## src/rtl/fpdma_pkg.sv

```systemverilog
// Package for the packet DMA controller: offsets, fields, widths, states
package fpdma_pkg;
	// Register word offsets on the plain register port
	localparam logic [3:0] ADDR1_OFF  = 4'h0; // First set host address
	localparam logic [3:0] COUNT1_OFF = 4'h1; // First set word count
	localparam logic [3:0] ADDR2_OFF  = 4'h2; // Second set host address
	localparam logic [3:0] COUNT2_OFF = 4'h3; // Second set word count
	localparam logic [3:0] CTRL_OFF   = 4'h4; // Transfer control
	localparam logic [3:0] LOCK_OFF   = 4'h5; // Direction lock
	localparam logic [3:0] STATE_OFF  = 4'h6; // Transfer state
	localparam logic [3:0] CSUM_OFF   = 4'h7; // Inbound checksum
	localparam logic [3:0] IRQ_ST_OFF = 4'h8; // Interrupt status
	localparam logic [3:0] IRQ_EN_OFF = 4'h9; // Interrupt enable
	localparam logic [3:0] IRQ_CL_OFF = 4'hA; // Interrupt clear
	// Widths
	localparam int ADDR_W  = 30;
	localparam int COUNT_W = 12;  // Up to 2048 words in one set
	localparam logic [11:0] MAX_COUNT = 12'h800; // 2048 words
	// Control fields
	localparam int CTRL_REQ_LSB = 0; // Channel service request, 2 bits
	localparam int CTRL_QUEUE   = 2; // Priority queue bit to the MAC
	localparam int CTRL_ARM     = 3; // Receive armed
	localparam logic [1:0] REQ_IDLE = 2'h0;
	localparam logic [1:0] REQ_TX   = 2'h1;
	localparam logic [1:0] REQ_RX   = 2'h2;
	// Interrupt status bits
	localparam int IRQ_N     = 3;
	localparam int IRQ_TX    = 0; // Outbound done
	localparam int IRQ_RXCNT = 1; // Inbound ended by word count
	localparam int IRQ_RXEND = 2; // Inbound ended by packet end
	// Reset values
	localparam logic [3:0]  CTRL_RST = 4'h0;
	localparam logic [31:0] ZERO32   = 32'h0000_0000;
	// Engine states, Gray along idle-first-second-done
	typedef enum logic [1:0] {
		FPDMA_IDLE   = 2'b00,
		FPDMA_FIRST  = 2'b01,
		FPDMA_SECOND = 2'b11,
		FPDMA_DONE   = 2'b10
	} fpdma_state_e;
endpackage

```

## src/rtl/fpdma_ctrl.sv

```systemverilog
// Packet DMA controller top: registers, engine, checksum, interrupts
// Function
// - Second set starts after first if nonzero
// - One engine, one direction at a time
// - Per-set address and count, shared direction
// - Inbound words summed across both sets
// - Checksum read clears it; a word in that cycle starts the new sum
// - Received packet moves leading block, interrupts
// - Inbound ends by count or end flag
// - Outbound packet end marked on last two words
// - Count exhaustion ends outbound packet
// - Outbound completion raises an interrupt
// - Both sets programmable before the start
// - First set carries up to 2048 words
// - Auto receive waits for lock and arm
// - Request write starts; receive code 10
//
// The plain strobed port and the placing of the registers were chosen for this implementation.
`timescale 1ns/1ps
module fpdma_ctrl (
	// Clock and reset
	input  wire logic                          i_clk,
	input  wire logic                          i_rst,
	// Register port
	input  wire logic [3:0]                    i_reg_addr,
	input  wire logic [31:0]                   i_reg_wdata,
	input  wire logic                          i_reg_wr,
	input  wire logic                          i_reg_rd,
	output logic      [31:0]                   o_reg_rdata,
	// Host memory word channel
	output logic      [fpdma_pkg::ADDR_W-1:0]  o_mem_addr,
	output logic                               o_mem_req,
	output logic                               o_mem_write,
	input  wire logic                          i_mem_ack,
	input  wire logic [31:0]                   i_mem_rdata,
	output logic      [31:0]                   o_mem_wdata,
	// MAC buffer word channel
	input  wire logic                          i_mac_rx_avail,
	input  wire logic                          i_mac_end,
	input  wire logic [31:0]                   i_mac_rdata,
	output logic      [31:0]                   o_mac_wdata,
	output logic                               o_mac_tag,
	output logic                               o_mac_dir_rx,
	output logic                               o_mac_queue,
	// Interrupt
	output logic                               o_irq
);
	import fpdma_pkg::*;

	fpdma_state_e              state;      // Engine state
	logic [1:0]                req;        // Channel service request
	logic                      queue;      // Priority queue bit
	logic                      armed;      // Receive armed
	logic                      dir_rx;     // Direction of running job
	logic                      lock;       // Direction lock
	logic [31:0]               csum;       // Inbound checksum
	logic [IRQ_N-1:0]          irq_st;     // Sticky events
	logic [IRQ_N-1:0]          irq_en;     // Event enables
	logic [ADDR_W-1:0]         addr1;      // First set address
	logic [ADDR_W-1:0]         addr2;      // Second set address
	logic [COUNT_W-1:0]        cnt1;       // First set count
	logic [COUNT_W-1:0]        cnt2;       // Second set count
	logic                      wr_req;     // Host writes control
	logic                      auto_rx;    // Automatic receive start
	logic                      busy;       // Engine moving words
	logic                      step;       // One word moved
	logic                      step1;      // Word from first set
	logic                      step2;      // Word from second set
	logic [COUNT_W:0]          left;       // Words left in the job
	logic                      last_word;  // Final word of the job
	logic                      rx_end_hit; // Inbound packet end seen
	logic [IRQ_N-1:0]          irq_set;    // Event pulses

	// Decode
	assign wr_req = i_reg_wr && i_reg_addr == CTRL_OFF;
	// Auto receive only with lock free and arm set
	assign auto_rx = state == FPDMA_IDLE && !lock && armed
		&& i_mac_rx_avail && !wr_req;
	assign busy = state == FPDMA_FIRST || state == FPDMA_SECOND;
	assign step = busy && i_mem_ack;
	assign step1 = step && state == FPDMA_FIRST;
	assign step2 = step && state == FPDMA_SECOND;
	// Second set counts only if the first will chain to it
	assign left = (state == FPDMA_FIRST) ? ({1'b0, cnt1} + {1'b0, cnt2})
		: {1'b0, cnt2};
	assign last_word = step && left == 13'h0001;
	assign rx_end_hit = step && dir_rx && i_mac_end;

	// Two register sets sharing one step source
	fpdma_set u_set1 (
		.i_clk      (i_clk),
		.i_rst      (i_rst),
		.i_wr_addr  (i_reg_wr && i_reg_addr == ADDR1_OFF),
		.i_wr_count (i_reg_wr && i_reg_addr == COUNT1_OFF),
		.i_wdata    (i_reg_wdata),
		.i_step     (step1),
		.o_addr     (addr1),
		.o_count    (cnt1)
	);
	fpdma_set u_set2 (
		.i_clk      (i_clk),
		.i_rst      (i_rst),
		.i_wr_addr  (i_reg_wr && i_reg_addr == ADDR2_OFF),
		.i_wr_count (i_reg_wr && i_reg_addr == COUNT2_OFF),
		.i_wdata    (i_reg_wdata),
		.i_step     (step2),
		.o_addr     (addr2),
		.o_count    (cnt2)
	);

	// Engine sequence; one job at a time in one direction
	always_ff @(posedge i_clk or posedge i_rst) begin
		if (i_rst) begin
			state <= FPDMA_IDLE;
			dir_rx <= 1'b0;
		end else begin
			case (state)
				FPDMA_IDLE: begin
					if (wr_req && i_reg_wdata[1:0] != REQ_IDLE) begin
						// Host request starts at once
						dir_rx <= i_reg_wdata[1:0] == REQ_RX;
						state <= (cnt1 != '0) ? FPDMA_FIRST
							: FPDMA_DONE;
					end else if (auto_rx) begin
						dir_rx <= 1'b1;
						state <= (cnt1 != '0) ? FPDMA_FIRST
							: FPDMA_DONE;
					end
				end
				FPDMA_FIRST: begin
					if (rx_end_hit) begin
						state <= FPDMA_DONE;
					end else if (step && cnt1 == 12'h001) begin
						// Chain only when the second set has words
						state <= (cnt2 != '0) ? FPDMA_SECOND
							: FPDMA_DONE;
					end
				end
				FPDMA_SECOND: begin
					if (rx_end_hit || (step && cnt2 == 12'h001)) begin
						state <= FPDMA_DONE;
					end
				end
				FPDMA_DONE: begin
					state <= FPDMA_IDLE;
				end
				default: begin
					state <= FPDMA_IDLE;
				end
			endcase
		end
	end

	// Control register; hardware writes receive code on auto start
	always_ff @(posedge i_clk or posedge i_rst) begin
		if (i_rst) begin
			req <= CTRL_RST[1:0];
			queue <= CTRL_RST[CTRL_QUEUE];
			armed <= CTRL_RST[CTRL_ARM];
		end else if (wr_req) begin
			req <= i_reg_wdata[CTRL_REQ_LSB +: 2];
			queue <= i_reg_wdata[CTRL_QUEUE];
			armed <= i_reg_wdata[CTRL_ARM];
		end else if (auto_rx) begin
			req <= REQ_RX;
		end else if (state == FPDMA_DONE) begin
			req <= REQ_IDLE;
		end
	end

	// Lock set on grant, cleared only by a host write of zero
	always_ff @(posedge i_clk or posedge i_rst) begin
		if (i_rst) begin
			lock <= 1'b0;
		end else if (auto_rx) begin
			lock <= 1'b1;
		end else if (i_reg_wr && i_reg_addr == LOCK_OFF) begin
			lock <= i_reg_wdata[0];
		end
	end

	// Checksum of inbound words; read clears, new word wins
	always_ff @(posedge i_clk or posedge i_rst) begin
		if (i_rst) begin
			csum <= ZERO32;
		end else if (step && dir_rx) begin
			csum <= ((i_reg_rd && i_reg_addr == CSUM_OFF) ? ZERO32 : csum)
				+ i_mac_rdata;
		end else if (i_reg_rd && i_reg_addr == CSUM_OFF) begin
			csum <= ZERO32;
		end
	end

	// Events at the end of each outbound job and of each inbound job that moves words
	always_comb begin
		irq_set = '0;
		if (state == FPDMA_DONE) begin
			irq_set[IRQ_TX] = !dir_rx;
		end
		if (dir_rx && busy) begin
			irq_set[IRQ_RXEND] = rx_end_hit;
			irq_set[IRQ_RXCNT] = last_word && !i_mac_end;
		end
	end

	// Sticky status; a new event wins over a clear
	always_ff @(posedge i_clk or posedge i_rst) begin
		if (i_rst) begin
			irq_st <= '0;
		end else begin
			irq_st <= (irq_st & ~((i_reg_wr && i_reg_addr == IRQ_CL_OFF)
				? i_reg_wdata[IRQ_N-1:0] : '0)) | irq_set;
		end
	end

	// Enables
	always_ff @(posedge i_clk or posedge i_rst) begin
		if (i_rst) begin
			irq_en <= '0;
		end else if (i_reg_wr && i_reg_addr == IRQ_EN_OFF) begin
			irq_en <= i_reg_wdata[IRQ_N-1:0];
		end
	end

	assign o_irq = |(irq_st & irq_en);

	// Read data one cycle after the strobe
	always_ff @(posedge i_clk or posedge i_rst) begin
		if (i_rst) begin
			o_reg_rdata <= ZERO32;
		end else if (i_reg_rd) begin
			case (i_reg_addr)
				ADDR1_OFF:  o_reg_rdata <= {addr1, 2'b00};
				COUNT1_OFF: o_reg_rdata <= {20'h0_0000, cnt1};
				ADDR2_OFF:  o_reg_rdata <= {addr2, 2'b00};
				COUNT2_OFF: o_reg_rdata <= {20'h0_0000, cnt2};
				CTRL_OFF:   o_reg_rdata <= {28'h000_0000, armed, queue, req};
				LOCK_OFF:   o_reg_rdata <= {31'h0000_0000, lock};
				STATE_OFF:  o_reg_rdata <= {31'h0000_0000, busy};
				CSUM_OFF:   o_reg_rdata <= csum;
				IRQ_ST_OFF: o_reg_rdata <= {29'h0000_0000, irq_st};
				IRQ_EN_OFF: o_reg_rdata <= {29'h0000_0000, irq_en};
				default:    o_reg_rdata <= ZERO32;
			endcase
		end
	end

	// Data path; only one direction runs, no byte packing
	assign o_mem_req = busy;
	assign o_mem_write = busy && dir_rx;
	assign o_mem_addr = (state == FPDMA_SECOND) ? addr2 : addr1;
	assign o_mac_dir_rx = dir_rx;
	assign o_mac_queue = queue;
	// Tag on the final two words of an outbound job
	assign o_mac_tag = busy && !dir_rx && left <= 13'h0002
		&& left != 13'h0000;

	// Word registers between the two memories
	always_ff @(posedge i_clk or posedge i_rst) begin
		if (i_rst) begin
			o_mem_wdata <= ZERO32;
			o_mac_wdata <= ZERO32;
		end else begin
			o_mem_wdata <= i_mac_rdata;
			o_mac_wdata <= i_mem_rdata;
		end
	end
endmodule

```

## src/rtl/fpdma_set.sv

```systemverilog
// One register set: host address and word count with step logic
`timescale 1ns/1ps
module fpdma_set (
	// Clock and reset
	input  wire logic                            i_clk,
	input  wire logic                            i_rst,
	// Host programming
	input  wire logic                            i_wr_addr,
	input  wire logic                            i_wr_count,
	input  wire logic [31:0]                     i_wdata,
	// Engine step
	input  wire logic                            i_step,
	// State
	output logic      [fpdma_pkg::ADDR_W-1:0]    o_addr,
	output logic      [fpdma_pkg::COUNT_W-1:0]   o_count
);
	import fpdma_pkg::*;

	// Address advances one word (four bytes) per step
	always_ff @(posedge i_clk or posedge i_rst) begin
		if (i_rst) begin
			o_addr <= '0;
		end else if (i_wr_addr) begin
			o_addr <= i_wdata[31:2];
		end else if (i_step) begin
			o_addr <= o_addr + 30'h1;
		end
	end

	// Count falls one per word, limited to the largest set size
	always_ff @(posedge i_clk or posedge i_rst) begin
		if (i_rst) begin
			o_count <= '0;
		end else if (i_wr_count) begin
			// Larger values clip to 2048 words
			o_count <= (i_wdata[31:0] > 32'h0000_0800) ? MAX_COUNT
				: i_wdata[COUNT_W-1:0];
		end else if (i_step && o_count != '0) begin
			o_count <= o_count - 12'h001;
		end
	end
endmodule

```

## config.mk

```make
export PLATFORM = sky130hd
export DESIGN_NAME = fpdma_ctrl
export DESIGN_NICKNAME = d
export VERILOG_FILES = /design/src/rtl/fpdma_pkg.sv /design/src/rtl/fpdma_ctrl.sv /design/src/rtl/fpdma_set.sv
export SDC_FILE = /design/constraint.sdc
export NUM_CORES = 1
export LEC_CHECK = 0
export ABC_AREA = 1
export BUFFER_PORTS_ARGS = -buffer_cell sky130_fd_sc_hd__buf_4
export CAP_MARGIN = 20
export CELL_PAD_IN_SITES_DETAIL_PLACEMENT = 0
export CELL_PAD_IN_SITES_GLOBAL_PLACEMENT = 1
export CORE_MARGIN = 3
export CORE_UTILIZATION = 30
export CTS_CLUSTER_SIZE = 24
export DETAILED_ROUTE_END_ITERATION = 12
export GPL_TIMING_DRIVEN = 0
export PLACE_DENSITY_LB_ADDON = 0.1
export SLEW_MARGIN = 20
export SYNTH_ARGS = -nofsm -noshare
export SYNTH_HDL_FRONTEND = slang
export SYNTH_SLANG_ARGS = --single-unit
```

## constraint.sdc

```tcl
create_clock -name i_clk -period 12.8 [get_ports i_clk]
set_clock_uncertainty 0.15 [all_clocks]
set_input_delay 3.84 -clock i_clk [delete_from_list [all_inputs] [get_ports i_clk]]
set_output_delay 3.84 -clock i_clk [all_outputs]
set_load 0.005 [all_outputs]
```

==> results.json <==
{
  "hp-class": "reg2reg",
  "reg2reg_depth": 13,
  "power_density_nw_per_um2": 207,
  "core-area_um2": 47100,
  "min_period_ns": 7.15,
  "switchingPower_uw": 1690,
  "path_common_cell": "nand2_1",
  "clk_pin_slew_worst_paths_ns": 0.06,
  "worstSkewPairLatency_ns": 0.58,
  "outcome": "finished, final reports clean",
  "crit_chain": "ha_1 > inv_1 > fa_1 > inv_1 > nand3_1 > nand2_1 > nand2_1 > nand2_1 > nand2_1 > nand2_1 > nand3_1 > nor2_1 > nor2_1 > nor2_1 > nor2b_1 > buf_4",
  "r2r_setup_slack_ns": 10.00,
  "layout_common_cells": "nand2_1, inv_1, buf_4, dfrtp_1, nor2_1",
  "clockBufferDepth": 3,
  "grt_pass1_wl_um": 88900,
  "ys_ff_latch": 226,
  "cts_resized": 0,
  "critPathLaunchType": "register",
  "crit_family": "simple AND/OR/NAND/NOR gates",
  "routedWlPerCell_um": 20.8,
  "r2r-end": "csum[30]",
  "critPathArrivalTime_ns": 3.16,
  "dp_hpwl_um": 48100,
  "postSynth.asyncResetShare": 1.00,
  "report.final.slew_viol_count": 0,
  "grtUsageTotal": 0.229,
  "grt_overflow": 0,
  "yosys_most_used_dff": "dfrtp_1",
  "p_int_uw": 2050,
  "synth_edf_count": 0,
  "cts_setup_buffers": 0,
  "hold_viol_final": 0,
  "layout_commonest_cell": "nand2_1",
  "vias": 14300,
  "die_h_um": 226,
  "floorplan.initialDensity": 0.307,
  "fmax_mhz": 140,
  "pwr-share-comb": 0.466,
  "ant_nets": 0,
  "synth_cells": 1939,
  "crit_end": "o_mac_tag",
  "synth_top_cell_area_share": 0.391,
  "synth_top_cell_by_area": "dfrtp_1",
  "end_kind": "primary output",
  "drtIter0Drc": 1049,
  "die_w_um": 226,
  "cts_hold_buf": 0,
  "grt_max_degree": 87,
  "whs_ns": 0.361,
  "dieArea_um2": 50900,
  "antenna_found_initial": 2,
  "num_io_pins": 239,
  "wirelength_um": 59000,
  "first_pass_iters": 6,
  "p_clk_frac": 0.228,
  "slowest_stage": "dfrtp_1",
  "crit_fanout": 5,
  "critPathRequiredTime_ns": 8.81,
  "syn_to_final_growth_pct": 24.9,
  "timing.critical_path.buf_inv": 3,
  "cp.depth": 16,
  "rsz0062_at_grt": "no",
  "grt_pass1_vias": 14300,
  "synth_cell_types": 58,
  "drc": 0,
  "reg2reg_from": "csum[0]",
  "cts_tree": "built",
  "cts_buffers": 29,
  "root_buffer": "clkbuf_16",
  "p_seq_frac": 0.305,
  "cap_violations": 0,
  "critical_path_class": "reg2out",
  "cp_slowest_stage_delay_ns": 0.42,
  "p_leak_uw": 0.00876,
  "syn_nets": 2097,
  "num_rows": 79,
  "crit_path_start": "u_set1.o_count[0]",
  "finalSetupViolCount": 0,
  "syn_area_um2": 14500,
  "stdcell_count": 2842,
  "final_net_count": 2368,
  "gp_congestion": 0.894,
  "timing.final.crit_share": 0.559,
  "placed_cells": 2786,
  "max_slew_margin": 0.470,
  "clock_sinks": 226,
  "worst_slew_pin_slew_ns": 0.787,
  "ys_warn_count": 0,
  "drt-vias-per-instance": 5.02,
  "drive_gt1_frac": 0.174,
  "synth.avg_cell_area_um2": 7.46,
  "htree_num_levels": 1,
  "io_buffers": 238,
  "ir_drop_uv": 104,
  "ys_seq_area_frac": 0.391,
  "ys_top_cells_by_area": "dfrtp_1, nand2_1, inv_1, ha_1, o21ai_0",
  "power.share.switching": 0.452
}
## kinds of logic after synthesis
| kind of cell | share of synthesized area |
|---|---|
| multiplexers | 0.0202 |
| flip-flops | 0.391 |
| AND/OR/NAND/NOR | 0.273 |
| adder cells (fa/ha/maj) | 0.0452 |
| AO/OA/AOI/OAI | 0.146 |
| buffers and inverters | 0.0899 |
| XOR/XNOR | 0.0351 |
## metrics by stage
| step | utilization | instance area, um^2 | setup TNS [ns] | setup slack (ns) | total power [uW] |
|---|---|---|---|---|---|
| 3_3_place_gp | 0.361 | 17000 | -131.82 | -0.615 | 2880 |
| 5_1_grt | 0.384 | 18100 | 0 | 5.36 | 4030 |
| 3_5_place_dp | 0.363 | 17100 | 0 | 5.45 | 2880 |
| 4_1_cts | 0.384 | 18100 | 0 | 5.60 | 3760 |
| 6_report | 0.384 | 18100 | 0 | 5.65 | 3740 |
| 2_1_floorplan | - | 14500 | 0 | 2.62 | 2190 |
## registers in the layout, summed over array words and instances, names as in the netlist
register,flops
armed,1
csum,32
irq_en,3
irq_st,3
lock,1
o_mac_dir_rx,1
o_mac_queue,1
o_mac_wdata,32
o_mem_wdata,32
o_reg_rdata,32
req,2
state,2
u_set1.o_addr,30
u_set1.o_count,12
u_set2.o_addr,30
u_set2.o_count,12
## power groups by stage
stage          combinational [uW]  clock [uW]  sequential [uW]
6_report                     1740         853             1140
5_1_grt                      1960         903             1170
4_1_cts                      1740         878             1140
3_5_place_dp                 1740           0             1150
3_3_place_gp                 1730           0             1140
2_1_floorplan                1130           0             1060
## layout make-up
class | count | area (um^2)
diodes | 2 | 5.00
plain buffers | 48 | 239
clock buffers | 43 | 828
clock inverters | 11 | 155
fillers | 5052 | 29000
inverters | 282 | 1070
multi-input cells | 1383 | 7510
flip-flops and latches | 226 | 5660
well taps | 607 | 759
repair buffers | 240 | 1840
## worst min path at each step
stage                     from  slack [ns]  cells after the start         endpoint
6_report       o_reg_rdata[27]        0.36                      1  o_reg_rdata[27]
5_1_grt        o_reg_rdata[26]        0.38                      1  o_reg_rdata[26]
4_1_cts        o_reg_rdata[27]        0.36                      1  o_reg_rdata[27]
3_5_place_dp   o_reg_rdata[27]        0.35                      1  o_reg_rdata[27]
3_3_place_gp   o_reg_rdata[11]        0.35                      1  o_reg_rdata[11]
2_1_floorplan        irq_st[1]        0.32                      2        irq_st[1]
## metal layers
| metal | track usage | share of wire |
|---|---|---|
| met4 | 0.0537 | 0.022 |
| met3 | 0.0298 | 0.051 |
| met1 | 0.316 | 0.45 |
| met2 | 0.383 | 0.47 |
| met5 | 0 | 0 |
## cells in the mapped netlist, types with 3 or more instances
cell / n
a21boi_0: 3
a21o_1: 3
a21oi_1: 63
a22oi_1: 4
a31oi_1: 4
buf_1: 3
buf_2: 17
buf_4: 4
buf_6: 3
clkbuf_1: 21
dfrtp_1: 226
ha_1: 49
inv_1: 270
inv_2: 10
mux2_2: 26
nand2_1: 514
nand2_2: 12
nand3_1: 106
nand3b_1: 10
nand4_1: 27
nor2_1: 146
nor2_2: 11
nor2_4: 9
nor3_1: 43
nor4_1: 14
o211ai_1: 25
o21a_1: 6
o21ai_0: 122
o21ai_1: 11
o21bai_1: 9
o221ai_1: 52
o22ai_1: 24
o31ai_1: 4
xnor2_1: 11
xor2_1: 47
## worst reg2reg max path, stage by stage (launching register included)
cell and delay (ns):
dfrtp_1 0.34, nand2_1 0.07, inv_1 0.09, ha_1 0.17, inv_1 0.06, fa_1 0.41
o21ai_1 0.29, a21boi_1 0.20, o21ai_1 0.43, nand2_1 0.14, nand2_1 0.08, nand2_1 0.05
nand3_1 0.06, o21ai_0 0.11
Note: power is estimated with default switching activity, not from simulation.
